`config.mk`:
```
export PLATFORM = sky130hd
export DESIGN_NAME = fci_top
export DESIGN_NICKNAME = d
export VERILOG_FILES = /design/src/hw/fci_pkg.sv /design/src/hw/fci_top.sv
export VERILOG_INCLUDE_DIRS = /design/src /design/src/hw
export SDC_FILE = /design/constraint.sdc
export NUM_CORES = 1
export LEC_CHECK = 0
export ABC_AREA = 1
export ABC_CLOCK_PERIOD_IN_PS = 5410
export BUFFER_PORTS_ARGS = -buffer_cell sky130_fd_sc_hd__buf_2
export CAP_MARGIN = 15
export CELL_PAD_IN_SITES_DETAIL_PLACEMENT = 0
export CELL_PAD_IN_SITES_GLOBAL_PLACEMENT = 1
export CORE_UTILIZATION = 50
export CTS_BUF_LIST = sky130_fd_sc_hd__clkbuf_4
export DETAILED_ROUTE_END_ITERATION = 8
export PLACE_DENSITY_LB_ADDON = 0.1
export SYNTH_ARGS = -nofsm -noshare
export SYNTH_HDL_FRONTEND = slang
export SYNTH_SLANG_ARGS = --single-unit
```
`constraint.sdc`:
```
create_clock -name CLK_SYS -period 5.41 [get_ports CLK_SYS]
set_clock_uncertainty 0.1 [all_clocks]
set_input_delay 0.2705 -clock CLK_SYS [delete_from_list [all_inputs] [get_ports CLK_SYS]]
set_output_delay 0.2705 -clock CLK_SYS [all_outputs]
set_load 0.1 [all_outputs]
```
`src/hw/fci_map.svh`:
```
// Constants for the command interpreter: opcodes, counts, field bits, offsets.
// Assumes nothing; definitions only.
`ifndef FCI_MAP_SVH
`define FCI_MAP_SVH
`define FCI_OP_LOW_SCAN_HE   5'h1d
`define FCI_OP_RECAL         8'h07
`define FCI_OP_SENSE_INT     8'h08
`define FCI_OP_SPECIFY       8'h03
`define FCI_OP_SEEK          8'h0f
`define FCI_OP_SENSE_DRV     8'h04
`define FCI_LEN_SCAN         4'h9
`define FCI_LEN_RECAL        4'h2
`define FCI_LEN_SENSE_INT    4'h1
`define FCI_LEN_SPECIFY      4'h3
`define FCI_LEN_SEEK         4'h3
`define FCI_LEN_SENSE_DRV    4'h2
`define FCI_RES_SCAN         4'h7
`define FCI_RES_SENSE_INT    4'h2
`define FCI_RES_SENSE_DRV    4'h1
`define FCI_RES_INVALID      4'h1
`define FCI_BIT_MT           7
`define FCI_BIT_FM           6
`define FCI_BIT_SK           5
`define FCI_BIT_HD           2
`define FCI_BIT_INVALID      7
`define FCI_STEP_CONTIG      8'h01
`define FCI_STEP_ALT         8'h02
`define FCI_SPEC_RATE_MS     1
`define FCI_SPEC_UNLOAD_MS   16
`define FCI_SPEC_LOAD_MS     2
`define FCI_CLK_KHZ          25000
`define FCI_ST0_SEEK_END     8'h20
`define FCI_ST0_INVALID      8'h80
`define FCI_ST3_TRACK0       8'h10
`define FCI_ST3_READY        8'h20
`define FCI_ADDR_DATA        4'h0
`define FCI_ADDR_STATUS      4'h1
`define FCI_ADDR_IRQ_STAT    4'h2
`define FCI_ADDR_IRQ_MASK    4'h3
`define FCI_ADDR_SPEC        4'h4
`define FCI_ADDR_SCAN_CFG    4'h5
`define FCI_ADDR_CYL0        4'h8
`define FCI_IRQ_DONE         0
`define FCI_IRQ_BAD          1
`define FCI_IRQ_RESULT       2
`endif

```
`src/hw/fci_pkg.sv`:
```
// Types for the command interpreter.
// Assumes fci_map.svh for numeric constants.
`default_nettype none
package fci_pkg;
  typedef enum logic [2:0] {
    S_IDLE, S_CMD, S_EXEC_STEP, S_EXEC_SCAN, S_RESULT
  } fci_phase_type;

  typedef enum logic [2:0] {
    C_NONE, C_SCAN, C_RECAL, C_SENSE_INT, C_SPECIFY, C_SEEK, C_SENSE_DRV, C_BAD
  } fci_cmd_type;

  typedef struct packed {
    fci_phase_type phase;
    fci_cmd_type   cmd;
    logic [3:0]    cnt;
    logic [3:0]    len;
    logic [7:0]    opcode;
    logic [1:0]    unit;
    logic          head;
    logic [7:0]    cyl_arg;
    logic [7:0]    sec;
    logic [7:0]    size_code;
    logic [7:0]    final_sec;
    logic [7:0]    gap3;
    logic [7:0]    stepf;
    logic [31:0]   cyl_all;
    logic [7:0]    spec_a;
    logic [7:0]    spec_b;
    logic [7:0]    st0;
    logic [7:0]    st1;
    logic [7:0]    st2;
    logic [7:0]    cmp_count;
    logic          cmp_mismatch;
    logic          int_pend;
    logic [15:0]   tick;
    logic [2:0]    irq_stat;
    logic [2:0]    irq_mask;
    logic [7:0]    rd_data;
    logic          irq;
    logic          step;
    logic          dir_in;
    logic [1:0]    drv_sel;
    logic [2:0]    t0_sync;
    logic          cmp_ready;
  } fci_state_type;
endpackage : fci_pkg
`default_nettype wire

```
`src/hw/fci_top.sv`:
```
// Command interpreter for the positioning and scan commands of a disk controller.
// Assumes a host on a simple strobe register port and one drive with step pins.
// Summary of operation
// - High-or-equal scan is nine bytes, opcode low bits 11101, flags on top.
// - Scan byte nine is step factor: one contiguous, two alternate sectors.
// - During scan, host-supplied bytes are compared against drive bytes.
// - Scan returns seven results: three status, cylinder, head, sector, count.
// - Head/unit byte: bit 2 head, bits 1-0 unit, bits 7-3 ignored.
// - Recalibrate is two bytes: opcode 07h and unit byte.
// - Recalibrate steps head to track zero, no result bytes.
// - Interrupt status query 08h returns status zero then present cylinder; here both bytes are returned.
// - Timing setup 03h byte two: step interval high, unload time low; here the byte is only stored, and steps follow STEP_CYCLES.
// - Timing setup byte three: load time bits 7-1, non-DMA bit 0.
// - Seek is three bytes: 0Fh, head/unit byte, target cylinder.
// - Seek moves head to target cylinder, no result bytes.
// - Drive status query is 04h then unit byte.
// - Drive status query returns one byte, drive status.
// - Unknown opcodes return status zero with top bit set.
//
// The placing of the registers and the strobed register port were chosen for this implementation.
`timescale 1ns/10ps
`default_nettype none
`include "fci_map.svh"

module fci_top #(
  parameter int STEP_CYCLES = `FCI_SPEC_RATE_MS * `FCI_CLK_KHZ  // Cycles between step pulses
) (
  input  wire logic       CLK_SYS,      // System clock 25 MHz
  input  wire logic       RST_B,        // Synchronous reset, low
  input  wire logic [3:0] ADDR,         // Register address
  input  wire logic [7:0] WDATA,        // Write data
  input  wire logic       WR,           // Write strobe
  input  wire logic       RD,           // Read strobe
  input  wire logic [7:0] DISK_BYTE,    // Byte read from drive during scan
  input  wire logic       DISK_VALID,   // Drive byte strobe, same clock
  input  wire logic       TRACK0_PIN,   // Track zero from drive, async
  output logic      [7:0] RDATA,        // Read data, one cycle after RD
  output logic            IRQ,          // Level interrupt
  output logic            STEP,         // Head step pulse
  output logic            DIR_IN,       // Step direction, high toward centre
  output logic      [1:0] DRIVE_SEL,    // Selected unit
  output logic            CMP_READY     // Ready for a host compare byte
);
  fci_pkg::fci_state_type r, n;

  logic [7:0] status_word;
  logic [7:0] cur_cyl;
  logic       t0_level;
  logic       hit;

  // Present cylinder of the selected unit
  assign cur_cyl = r.cyl_all[r.unit*8 +: 8];
  // Second and third sync stages must both be high
  assign t0_level = r.t0_sync[2] & r.t0_sync[1];
  assign status_word = {r.phase == fci_pkg::S_RESULT, r.phase == fci_pkg::S_IDLE,
                        r.phase == fci_pkg::S_CMD, r.int_pend, r.len};

  //--------------------------------------------------------------------
  // Next state
  //--------------------------------------------------------------------
  always_comb begin
    n = r;
    hit = 1'b0;
    n.step = 1'b0;
    n.rd_data = 8'h00;
    n.t0_sync = {r.t0_sync[1:0], TRACK0_PIN};

    // Register reads; data register read pops a result byte
    if (RD) begin
      case (ADDR)
        `FCI_ADDR_DATA: begin
          if (r.phase == fci_pkg::S_RESULT) begin
            case (r.cmd)
              fci_pkg::C_SCAN: begin
                case (r.cnt)
                  4'h0: n.rd_data = r.st0;
                  4'h1: n.rd_data = r.st1;
                  4'h2: n.rd_data = r.st2;
                  4'h3: n.rd_data = r.cyl_arg;
                  4'h4: n.rd_data = {7'h00, r.head};
                  4'h5: n.rd_data = r.sec;
                  default: n.rd_data = r.cmp_count;
                endcase
              end
              fci_pkg::C_SENSE_INT: n.rd_data = (r.cnt == 4'h0) ? r.st0 : cur_cyl;
              fci_pkg::C_SENSE_DRV: begin
                n.rd_data = `FCI_ST3_READY | {5'h00, r.head, r.unit};
                if (t0_level) n.rd_data = n.rd_data | `FCI_ST3_TRACK0;
              end
              default: n.rd_data = `FCI_ST0_INVALID;
            endcase
            n.cnt = r.cnt + 4'h1;
            // idle only after last result read
            if (r.cnt + 4'h1 == r.len) begin
              n.phase = fci_pkg::S_IDLE;
              n.cnt = 4'h0;
            end
          end
        end
        `FCI_ADDR_STATUS:   n.rd_data = status_word;
        `FCI_ADDR_IRQ_STAT: n.rd_data = {5'h00, r.irq_stat};
        `FCI_ADDR_IRQ_MASK: n.rd_data = {5'h00, r.irq_mask};
        `FCI_ADDR_SPEC:     n.rd_data = r.spec_a;
        `FCI_ADDR_SCAN_CFG: n.rd_data = r.spec_b;
        default: begin
          if (ADDR[3:2] == 2'b10) n.rd_data = r.cyl_all[ADDR[1:0]*8 +: 8];
        end
      endcase
    end

    // Interrupt register writes: status clears by writing one, mask is written directly
    if (WR && ADDR == `FCI_ADDR_IRQ_STAT) n.irq_stat = r.irq_stat & ~WDATA[2:0];
    if (WR && ADDR == `FCI_ADDR_IRQ_MASK) n.irq_mask = WDATA[2:0];

    // Command bytes accepted only while idle or collecting
    if (WR && ADDR == `FCI_ADDR_DATA &&
        (r.phase == fci_pkg::S_IDLE || r.phase == fci_pkg::S_CMD)) begin
      if (r.phase == fci_pkg::S_IDLE) begin
        n.opcode = WDATA;
        n.cnt = 4'h1;
        n.phase = fci_pkg::S_CMD;
        n.len = `FCI_LEN_SENSE_INT;
        if (WDATA[4:0] == `FCI_OP_LOW_SCAN_HE) begin
          n.cmd = fci_pkg::C_SCAN; n.len = `FCI_LEN_SCAN;
        end else if (WDATA == `FCI_OP_RECAL) begin
          n.cmd = fci_pkg::C_RECAL; n.len = `FCI_LEN_RECAL;
        end else if (WDATA == `FCI_OP_SPECIFY) begin
          n.cmd = fci_pkg::C_SPECIFY; n.len = `FCI_LEN_SPECIFY;
        end else if (WDATA == `FCI_OP_SEEK) begin
          n.cmd = fci_pkg::C_SEEK; n.len = `FCI_LEN_SEEK;
        end else if (WDATA == `FCI_OP_SENSE_DRV) begin
          n.cmd = fci_pkg::C_SENSE_DRV; n.len = `FCI_LEN_SENSE_DRV;
        end else if (WDATA == `FCI_OP_SENSE_INT) begin
          n.cmd = fci_pkg::C_SENSE_INT;
          n.phase = fci_pkg::S_RESULT; n.cnt = 4'h0; n.len = `FCI_RES_SENSE_INT;
          n.st0 = r.int_pend ? (`FCI_ST0_SEEK_END | {6'h00, r.unit}) : `FCI_ST0_INVALID;
          n.int_pend = 1'b0;
          n.irq_stat[`FCI_IRQ_DONE] = 1'b0;
        end else begin
          n.cmd = fci_pkg::C_BAD;
          n.phase = fci_pkg::S_RESULT; n.cnt = 4'h0; n.len = `FCI_RES_INVALID;
          n.st0 = `FCI_ST0_INVALID;
          hit = 1'b1;
        end
      end else begin
        // head bit 2, unit bits 1-0, rest ignored
        if (r.cnt == 4'h1 && r.cmd != fci_pkg::C_SPECIFY) begin
          n.unit = WDATA[1:0];
          n.head = WDATA[`FCI_BIT_HD];
        end
        case (r.cmd)
          fci_pkg::C_SCAN: begin
            case (r.cnt)
              4'h2: n.cyl_arg = WDATA;
              4'h4: n.sec = WDATA;
              4'h5: n.size_code = WDATA;
              4'h6: n.final_sec = WDATA;
              4'h7: n.gap3 = WDATA;
              4'h8: n.stepf = WDATA;
              default: ;
            endcase
          end
          fci_pkg::C_SPECIFY: begin
            if (r.cnt == 4'h1) n.spec_a = WDATA;
            else n.spec_b = WDATA;
          end
          fci_pkg::C_SEEK: if (r.cnt == 4'h2) n.cyl_arg = WDATA;
          default: ;
        endcase
        n.cnt = r.cnt + 4'h1;
        if (r.cnt + 4'h1 == r.len) begin
          n.cnt = 4'h0;
          n.tick = 16'h0000;
          case (r.cmd)
            fci_pkg::C_SCAN: begin
              n.phase = fci_pkg::S_EXEC_SCAN;
              n.cmp_count = 8'h00;
              n.cmp_mismatch = 1'b0;
            end
            fci_pkg::C_RECAL: begin
              n.cyl_arg = 8'h00;
              n.phase = fci_pkg::S_EXEC_STEP;
            end
            fci_pkg::C_SEEK: n.phase = fci_pkg::S_EXEC_STEP;
            fci_pkg::C_SENSE_DRV: begin
              n.phase = fci_pkg::S_RESULT; n.len = `FCI_RES_SENSE_DRV;
            end
            default: n.phase = fci_pkg::S_IDLE;
          endcase
        end
      end
    end

    // Head stepping, one pulse per STEP_CYCLES
    if (r.phase == fci_pkg::S_EXEC_STEP) begin
      n.tick = r.tick + 16'h0001;
      n.dir_in = (r.cyl_arg > cur_cyl);
      if (r.tick == 16'(STEP_CYCLES - 1)) begin
        n.tick = 16'h0000;
        // recalibrate ends on track zero input
        if ((r.cmd == fci_pkg::C_RECAL) ? t0_level : (r.cyl_arg == cur_cyl)) begin
          if (r.cmd == fci_pkg::C_RECAL) n.cyl_all[r.unit*8 +: 8] = 8'h00;
          n.phase = fci_pkg::S_IDLE;
          n.int_pend = 1'b1;
          hit = 1'b1;
        end else begin
          n.step = 1'b1;
          if (r.cmd != fci_pkg::C_RECAL)
            n.cyl_all[r.unit*8 +: 8] = (r.cyl_arg > cur_cyl) ? cur_cyl + 8'h01 : cur_cyl - 8'h01;
        end
      end
    end

    // compare host bytes with drive bytes
    if (r.phase == fci_pkg::S_EXEC_SCAN && DISK_VALID && WR && ADDR == `FCI_ADDR_DATA) begin
      n.cmp_count = r.cmp_count + 8'h01;
      if (DISK_BYTE < WDATA) n.cmp_mismatch = 1'b1;
      if (r.cmp_count == r.size_code - 8'h01) begin
        n.phase = fci_pkg::S_RESULT;
        n.len = `FCI_RES_SCAN;
        n.st0 = {5'h00, r.head, r.unit};
        n.st1 = 8'h00;
        n.st2 = {5'h00, ~(r.cmp_mismatch | (DISK_BYTE < WDATA)), 2'b00};
        n.sec = r.sec + ((r.stepf == `FCI_STEP_ALT) ? 8'h02 : 8'h01);
      end
    end

    // Interrupt status: set wins over clear
    // Decoded command of this cycle, not the previous one
    if (hit && n.cmd == fci_pkg::C_BAD) n.irq_stat[`FCI_IRQ_BAD] = 1'b1;
    if (hit && n.cmd != fci_pkg::C_BAD) n.irq_stat[`FCI_IRQ_DONE] = 1'b1;
    if (n.phase == fci_pkg::S_RESULT && r.phase != fci_pkg::S_RESULT)
      n.irq_stat[`FCI_IRQ_RESULT] = 1'b1;
    n.irq = |(n.irq_stat & n.irq_mask);
    n.drv_sel = n.unit;
    // Compare window flag drops with the phase, not a cycle later
    n.cmp_ready = (n.phase == fci_pkg::S_EXEC_SCAN);
  end

  //--------------------------------------------------------------------
  // State register
  //--------------------------------------------------------------------
  always_ff @(posedge CLK_SYS) begin
    if (!RST_B) begin
      r <= '0;
    end else begin
      r <= n;
    end
  end

  // Outputs straight from flops
  assign RDATA = r.rd_data;
  assign IRQ = r.irq;
  assign STEP = r.step;
  assign DIR_IN = r.dir_in;
  assign DRIVE_SEL = r.drv_sel;
  assign CMP_READY = r.cmp_ready;
endmodule : fci_top
`default_nettype wire

```
==> results of run 1 <==
critical path, cell delays in order, from the launching register on:
cell and delay (ps):
dfxtp_1 700, buf_4 340, a21oi_1 80, o21ai_0 140, nand2_1 160, ha_1 330, nand2_1 80, nor2_1 140
nand4_1 150, nand2_1 310, inv_1 110, fa_1 470, o21ai_0 310, nand2_1 90, nand2_1 70, a21oi_1 70
xnor2_1 250, nand2_1 80, nor2_1 130, nand2_1 80, a21oi_1 130
cells in the final DEF, fill, tap and decap left out, types with 6 or more instances in the layout:
| master | count |
|---|---|
| ha_1 | 35 |
| o211ai_1 | 14 |
| a22oi_1 | 14 |
| xnor2_1 | 7 |
| a21oi_1 | 131 |
| nand2_1 | 338 |
| o21ai_1 | 15 |
| nor2_4 | 7 |
| nor3_1 | 24 |
| inv_1 | 163 |
| o21ai_0 | 91 |
| dlygate4sd3_1 | 12 |
| nor2_1 | 110 |
| buf_2 | 39 |
| a211oi_1 | 15 |
| nor4_1 | 6 |
| xor2_1 | 11 |
| clkbuf_4 | 20 |
| inv_2 | 15 |
| clkinv_1 | 7 |
| nand3_1 | 81 |
| nand4_1 | 26 |
| dfxtp_1 | 153 |
cell type report:
type,instances,area (um2)
fillers,1816,7722
multi-input cells,971,5039
flip-flops and latches,153,3063
inverters,183,686.9
repair buffers,55,345.3
well taps,225,281.5
clock buffers,20,150.1
clock inverters,12,126.4
diodes,1,2.502
sequential cells by signal, summed over array words and instances, names as in the netlist:
signal	flops
RDATA	8
n	2
IRQ	1
r	137
CMP_READY	1
DRIVE_SEL	2
DIR_IN	1
STEP	1
report_power, final:
part	leakage, nW	internal, mW	switching (mW)
Sequential	1.23	1.13	0.00348
Combinational	2.68	0.0339	0.0905
Clock	0.144	0.287	0.429
Total	4.05	1.45	0.523
path summary, 6_finish.rpt:
check	from	end	slack, ps	cells past startpoint
max	DRIVE_SEL[0]	r[103]	1040	20
min	DISK_VALID	r[42]	50	5
max reg2reg	DRIVE_SEL[0]	r[103]	1040	20
min reg2reg	n[2]	n[3]	330	2
cells by family (layout without fill, tap and decap cells):
group,count (synthesis),after routing
AOI/OAI and AO/OA,300,300
xor gates and xnor gates,18,18
adders and majority gates,37,37
buffers and inverters,226,270
DFF,153,153
other,0,1
and+or+nand+nor,616,616
what timing repair did:
| item | 4_1_cts | 5_1_grt |
|---|---|---|
| buffers inserted | 0 | 0 |
| hold buffers | 12 | 0 |
| hold endpoints to repair | 26 | 0 |
| endpoints found under the setup margin | 0 | 0 |
layer usage:
layer	wire length [um]	up-vias
met5	0	-
met3	1880	37
li1	-	4533
met2	12760	339
met4	851	0
met1	12400	4133
==> metrics.md, run 1 <==
| Metric | Value |
|---|---|
| Status | `complete, no violations` |
| Vias in the first global route | `about 8k` |
| Setup TNS | `0 ps` |
| Total iterations of the first detailed-routing run | `5` |
| Core ar. | `between 15000 and 20000 um2` |
| Setup CP Type | `reg -> reg` |
| Post-synthesis mux area share | `0` |
| Synth async-reset ratio | `0` |
| Clock-pin slew on the worst setup and hold paths | `between 100 and 150 ps` |
| Top-count cell post-synth | `nand2_1` |
| Utilization after layout | `0.5566` |
| DP Area | `about 9300 um2` |
| Synthesized instance count | `between 1k and 1.5k` |
| TritonCTS Buffers | `17` |
| Number of core rows | `48` |
| Syn_area_per_cell | `around 6.7 um2` |
| CTS tree | `done` |
| Syn Std Cell Area | `8996 um2` |
| GR peak layer | `met2` |
| Critical Path Start Type | `flop` |
| Unrepaired setup endpoints after global routing | `no` |
| Max Slew Vio Count | `0` |
| Register bit total from synthesis | `153` |
| Worst slack, placed | `approximately 1100 ps` |
| Max Fanout on Critical Path | `19` |
| Commonest cells post-synth | `nand2_1 (338), inv_1 (164), dfxtp_1 (153)` |
| Routed len/inst | `17.21 um` |
| First-pass GRT wire length | `around 44 mm` |
| CTS max path bufs | `2` |
| Post-Layout Cell Count | `~1.6k` |
| Fin. Hold Viols | `0` |
| Die height | `~140 um` |
| Largest family of logic cells by synthesized area | `simple AND/OR/NAND/NOR gates` |
| Synth Area in Compound Gates | `0.1853` |
| Final period utilization | `0.8080` |
| Global route overflow | `0` |
| Root Driver | `clkbuf_4` |
| Final ANT Viol Nets | `0` |
| Layout area overhead | `7.761%` |
| Yosys Warn Count | `0` |
| Slew @ Worst Pin | `between 900 and 1000 ps` |
| Yosys cell types | `47` |
| Routed via count | `9042` |
| Synth Area in Adders | `0.05313` |
| Dpl cells | `1575` |
| Final nets | `between 1k and 1.5k` |
| Boundary Pins | `40` |
| FMAX | `0.2288 GHz` |
| Top cells by area, synth | `dfxtp_1 (34%), nand2_1 (14%), a21oi_1 (7.3%)` |
| Overall Power | `between 1.5 and 2 mW` |
| Die width | `136.1 um` |
| Htree depth | `4` |
| Initial antenna violation count | `1` |
| Main synth FF type | `dfxtp_1` |
| Setup WS post-layout | `between 1000 and 1500 ps` |
| CTS Sinks | `~150` |
| Die area | `18530 um2` |
| Routed WL | `between 20 and 30 mm` |
| EDFF count, synth | `0` |
| XOR/XNOR Fraction of Synth Area | `0.01752` |
| Net Count, Synth | `roughly 1.4k` |
| Gr usage total | `0.3116` |
| Setup crit end kind | `flop` |
| Yosys top cell area share | `0.3405` |
| Slew HR | `0.3730` |
| Max IR drop VDD | `0.2106 mV` |
| Power Density | `roughly 200 nW/um2` |
| Met3 usage | `0.04549` |
| Post-synthesis sequential area ratio | `0.3405` |
| Share of layout cells above drive strength 1 | `0.08321` |
| Hold crit path type | `in -> reg` |
| WP data required | `~5800 ps` |
| Crit path DAT | `4780 ps` |
| GR Util met1 | `0.4196` |
| Simple-gate share of the synthesized area | `0.3042` |
| Starting density of the core | `0.5165` |
| Clk_lat worst skew | `just under 600 ps` |
| Post-route DRC | `0` |
| Initial drt markers | `just under 800` |
| Final setup viols | `0` |
| PortBufs | `39` |
| Leakage power | `just over 4 nW` |
| Routing usage on met2 | `0.4992` |
| Period minus WS final | `~4400 ps` |
| DPL Wire Length | `approximately 21 mm` |
| Fin area | `a little under 10000 um2` |
| Largest net degree at the start of global routing | `slightly above 60` |
| Worst hold slack | `52.05 ps` |
| Vias per std cell | `5.581` |
| Max Cap Violations | `0` |
| RD Place Congestion | `1.002` |
| Area leader, netlist | `dfxtp_1` |
| # resized after CTS | `0` |
Note: power is estimated with default switching activity, not from simulation.
==> run 2, diff against run 1 <==
--- a/config.mk
+++ b/config.mk
@@ -7,12 +7,12 @@
 export NUM_CORES = 1
 export LEC_CHECK = 0
 export ABC_AREA = 1
-export ABC_CLOCK_PERIOD_IN_PS = 5410
+export ABC_CLOCK_PERIOD_IN_PS = 4310
 export BUFFER_PORTS_ARGS = -buffer_cell sky130_fd_sc_hd__buf_2
 export CAP_MARGIN = 15
 export CELL_PAD_IN_SITES_DETAIL_PLACEMENT = 0
 export CELL_PAD_IN_SITES_GLOBAL_PLACEMENT = 1
-export CORE_UTILIZATION = 50
+export CORE_UTILIZATION = 46
 export CTS_BUF_LIST = sky130_fd_sc_hd__clkbuf_4
 export DETAILED_ROUTE_END_ITERATION = 8
 export PLACE_DENSITY_LB_ADDON = 0.1
==> constraint.sdc (replaced) <==
create_clock -name CLK_SYS -period 4.31 [get_ports CLK_SYS]
set_clock_uncertainty 0.1 [all_clocks]
set_input_delay 0.2155 -clock CLK_SYS [delete_from_list [all_inputs] [get_ports CLK_SYS]]
set_output_delay 0.2155 -clock CLK_SYS [all_outputs]
set_load 0.1 [all_outputs]
==> metrics.md, run 2 (same netlist as run 1, synthesis figures left out) <==
| Metric | Value |
|---|---|
| Status | `complete, no violations` |
| Vias in the first global route | `7974` |
| Die width | `~140 um` |
| Routed via count | `8921` |
| Total iterations of the first detailed-routing run | `5` |
| Boundary Pins | `40` |
| Setup CP Type | `reg -> reg` |
| Crit path DAT | `between 4000 and 5000 ps` |
| Htree depth | `4` |
| Period minus WS final | `between 3000 and 4000 ps` |
| RD Place Congestion | `1.007` |
| FMAX | `~0.26 GHz` |
| Gr usage total | `0.2942` |
| Max Slew Vio Count | `0` |
| Starting density of the core | `0.4746` |
| PortBufs | `39` |
| Leakage power | `just over 4 nW` |
| Clk_lat worst skew | `about 590 ps` |
| Initial antenna violation count | `1` |
| Final nets | `1460` |
| Power Density | `about 250 nW/um2` |
| Max IR drop VDD | `~0.25 mV` |
| Share of layout cells above drive strength 1 | `0.09149` |
| WP data required | `4720 ps` |
| CTS Sinks | `around 150` |
| Utilization after layout | `0.5208` |
| Largest reg by FF count | `r` |
| Commonest non-fill, non-tap cell in the layout | `nand2_1` |
| Hold crit path type | `in -> reg` |
| CTS max path bufs | `2` |
| Critical Path Start Type | `flop` |
| Initial drt markers | `approximately 750` |
| Die area | `20120 um2` |
| Final ANT Viol Nets | `0` |
| Root Driver | `clkbuf_4` |
| CTS tree | `done` |
| Final-layout fill cell count | `1998` |
| Routed WL | `~29 mm` |
| Post-route DRC | `0` |
| Clock-pin slew on the worst setup and hold paths | `between 100 and 150 ps` |
| Setup TNS | `0 ps` |
| Largest net degree at the start of global routing | `35` |
| Global route overflow | `0` |
| Area of the multi-input gates | `about 5000 um2` |
| DPL Wire Length | `21.75 mm` |
| Number of core rows | `50` |
| Final setup viols | `0` |
| Core ar. | `roughly 19000 um2` |
| Worst slack, placed | `361.0 ps` |
| Most frequent cells in the layout | `nand2_1 (337), inv_1 (162), dfxtp_1 (153)` |
| Fin. Hold Viols | `0` |
| Layout area overhead | `9.736%` |
| Die height | `about 140 um` |
| Storage cell area | `3063 um2` |
| Max Cap Violations | `0` |
| Worst hold slack | `roughly 63 ps` |
| Setup crit end kind | `flop` |
| Final period utilization | `0.8931` |
| Setup WS post-layout | `around 460 ps` |
| Slew @ Worst Pin | `between 900 and 1000 ps` |
| Vias per std cell | `~5.3` |
| Slew HR | `0.3517` |
| Unrepaired setup endpoints after global routing | `no` |
| Max FFs per register | `around 140` |
| Routed len/inst | `roughly 17 um` |
| Max Fanout on Critical Path | `28` |
| First-pass GRT wire length | `around 45 mm` |
| TritonCTS Buffers | `17` |
-- run 2: final cells by class --
| type | count | share of cell area |
|---|---|---|
| clock buffer | 19 | 0.01445 |
| multi-input combinational | 971 | 0.5106 |
| antenna | 2 | 0.0005070 |
| inverter | 183 | 0.06996 |
| tap | 260 | 0.03295 |
| sequential | 153 | 0.3103 |
| clock inverter | 13 | 0.01229 |
| timing repair buffer | 71 | 0.04892 |
-- run 2: per-layer routing --
metal	track usage	vias up	wire, um
li1	-	4556	-
met1	0.4035	4068	13310
met2	0.4721	262	13150
met3	0.05704	35	1711
met4	0.07583	0	538
met5	0	-	0
-- run 2: per-stage QoR --
stage	total power, mW	cells	instance area (um2)
6_report	2.475	1672	9872
5_1_grt	2.558	1672	9872
4_1_cts	2.483	1667	9838
3_5_place_dp	1.605	1616	9384
3_3_place_gp	1.605	1616	9384
2_1_floorplan	1.545	1350	8996
-- run 2: final timing paths --
path,start,to,slack (ps),cells after the start
setup / recovery,DRIVE_SEL[0],r[103],460,20
hold / removal,ADDR[3],RDATA[0],60,7
setup reg to reg,DRIVE_SEL[0],r[103],460,20
hold reg to reg,n[2],n[3],330,2
-- run 2: repair_timing --
action                     4_1_cts  5_1_grt
setup buffers                    0        3
resized for setup                0        2
setup endpoints to repair        0        3
hold buffers                    19        0
hold endpoints to repair        43        0
-- run 2: power breakdown --
part	total, mW	leakage [nW]	internal [mW]	switching [mW]
logic	0.163	2.74	0.0473	0.116
registers	1.42	1.23	1.42	0.00416
clock network	0.888	0.132	0.302	0.586
-- run 2: critical path, stage by stage (launching register included) --
cell and delay [ps]:
dfxtp_1 370, buf_4 280, a21oi_1 90, o21ai_0 120
nand2_1 150, ha_1 320, nand2_1 80, nor2_1 150
nand4_1 170, nand2_2 230, inv_1 90, fa_1 470
o21ai_0 290, nand2_1 90, nand2_1 70, a21oi_1 60
xnor2_1 240, nand2_1 80, nor2_1 140, nand2_1 60
a21oi_1 140
==> run 3, diff against run 2 <==
--- a/config.mk
+++ b/config.mk
@@ -10,12 +10,12 @@
 export ABC_CLOCK_PERIOD_IN_PS = 4310
 export BUFFER_PORTS_ARGS = -buffer_cell sky130_fd_sc_hd__buf_2
 export CAP_MARGIN = 15
-export CELL_PAD_IN_SITES_DETAIL_PLACEMENT = 0
+export CELL_PAD_IN_SITES_DETAIL_PLACEMENT = 1
 export CELL_PAD_IN_SITES_GLOBAL_PLACEMENT = 1
 export CORE_UTILIZATION = 46
 export CTS_BUF_LIST = sky130_fd_sc_hd__clkbuf_4
 export DETAILED_ROUTE_END_ITERATION = 8
-export PLACE_DENSITY_LB_ADDON = 0.1
+export PLACE_DENSITY = 0.94
 export SYNTH_ARGS = -nofsm -noshare
 export SYNTH_HDL_FRONTEND = slang
 export SYNTH_SLANG_ARGS = --single-unit
==> metrics.md, run 3 (same netlist as run 1, synthesis figures left out) <==
| Metric | Value |
|---|---|
| Hold crit path type | `in -> reg` |
| Status | `complete, no violations` |
| Clk_lat worst skew | `about 620 ps` |
| Core ar. | `18960 um2` |
| Max Fanout on Critical Path | `17` |
| Global route overflow | `0` |
| PortBufs | `39` |
| Setup crit end kind | `flop` |
| Layout area overhead | `9.875%` |
| DP Area | `approximately 9400 um2` |
| R2r setup slk | `roughly 370 ps` |
| WP data required | `between 4000 and 5000 ps` |
| Initial antenna violation count | `1` |
| Final ANT Viol Nets | `0` |
| Starting density of the core | `0.4746` |
| Overall Power | `roughly 2.5 mW` |
| TritonCTS Buffers | `17` |
| CTS Sinks | `around 150` |
| Setup TNS | `0 ps` |
| Htree depth | `4` |
| First-pass GRT wire length | `between 50 and 60 mm` |
| Routed WL | `between 30 and 40 mm` |
| Clock-pin slew on the worst setup and hold paths | `~150 ps` |
| Fin area | `9884 um2` |
| Unrepaired setup endpoints after global routing | `no` |
| Max Cap Violations | `0` |
| Fin. Hold Viols | `0` |
| Final setup viols | `0` |
| Period minus WS final | `a little under 4000 ps` |
| Boundary Pins | `40` |
| CTS tree | `done` |
| Die width | `between 100 and 150 um` |
| Vias per std cell | `roughly 5.7` |
| Gr usage total | `0.3317` |
| DPL Wire Length | `23.78 mm` |
| FMAX | `0.2540 GHz` |
| Initial drt markers | `roughly 800` |
| Final period utilization | `0.9134` |
| Largest net degree at the start of global routing | `60` |
| Die height | `roughly 140 um` |
| Vias in the first global route | `9744` |
| CTS max path bufs | `2` |
| Max FFs per register | `around 140` |
| Setup CP Type | `reg -> reg` |
| Slew @ Worst Pin | `~1100 ps` |
| Most frequent cells in the layout | `nand2_1 (337), inv_1 (162), dfxtp_1 (153)` |
| Max Slew Vio Count | `0` |
| Critical Path Start Type | `flop` |
| Slew HR | `0.2637` |
| Largest reg by FF count | `r` |
| Number of core rows | `50` |
| Commonest non-fill, non-tap cell in the layout | `nand2_1` |
| Max IR drop VDD | `around 0.17 mV` |
| RD Place Congestion | `0.9865` |
| Worst hold slack | `around 65 ps` |
| Root Driver | `clkbuf_4` |
| Power Density | `between 200 and 300 nW/um2` |
| Share of layout cells above drive strength 1 | `0.09220` |
| Post-route DRC | `0` |
| Final nets | `between 1k and 1.5k` |
| Crit path DAT | `around 4400 ps` |
| Leakage power | `~4.1 nW` |
| Routed len/inst | `around 19 um` |
| Routed via count | `a little under 10k` |
| Total iterations of the first detailed-routing run | `5` |
| Die area | `between 20000 and 25000 um2` |
run 3: through the flow:
stage | utilization | worst slack [ps] | instances
after CTS | 0.5190 | 178.9 | 1665
after global placement | 0.4951 | 492.9 | 1616
after global routing | 0.5215 | 62.99 | 1671
after floorplan | - | 636.0 | 1350
after detailed placement | 0.4951 | 260.0 | 1616
final | 0.5215 | 373.3 | 1671
run 3: critical path, cell delays in order, from the launching register on:
cell and delay [ps]:
dfxtp_1 430, buf_4 270, a21oi_1 100, o21ai_0 120, nand2_1 160, ha_1 330, nand2_1 70, nor2_1 150
nand4_1 180, nand2_2 230, inv_1 90, fa_1 460, o21ai_1 230, nand2_1 80, nand2_1 60, a21oi_1 70
xnor2_1 220, nand2_1 90, nor2_1 170, nand2_1 100, a21oi_1 130
run 3: path summary, 6_finish.rpt:
kind	depth (start not counted)	to	startpoint
worst min register to register	2	n[3]	n[2]
worst max register to register	20	r[119]	DRIVE_SEL[0]
worst max-delay path	20	r[119]	DRIVE_SEL[0]
worst min-delay path	4	r[19]	WR
run 3: routing by layer:
metal  up-vias  part of all wire  global-route usage
met1      4591              0.42              0.4038
met4         0             0.047              0.1856
li1       4547                 -                   -
met3        98             0.067             0.06109
met5         -                 0                   0
met2       372              0.47              0.5517
run 3: timing repair:
| action | 4_1_cts | 5_1_grt |
|---|---|---|
| hold buffers | 17 | 0 |
| hold endpoints to repair | 47 | 0 |
| setup endpoints to repair | 0 | 2 |
| setup buffers | 0 | 5 |
| gates resized for setup | 0 | 3 |
run 3: area by class of cell:
cell class	count	area, um2
inverters	183	690.7
diodes	1	2.502
clock buffers	18	135.1
repair buffers	71	478.0
clock inverters	14	148.9
fillers	2554	9071
flip-flops and latches	153	3063
multi-input cells	971	5041
well taps	260	325.3
run 3: power by group:
group          total (mW)  leakage, nW  switching (mW)  internal [mW]
registers            1.42         1.23         0.00437           1.42
logic               0.166         2.75           0.120         0.0466
clock network       0.938        0.147           0.585          0.353
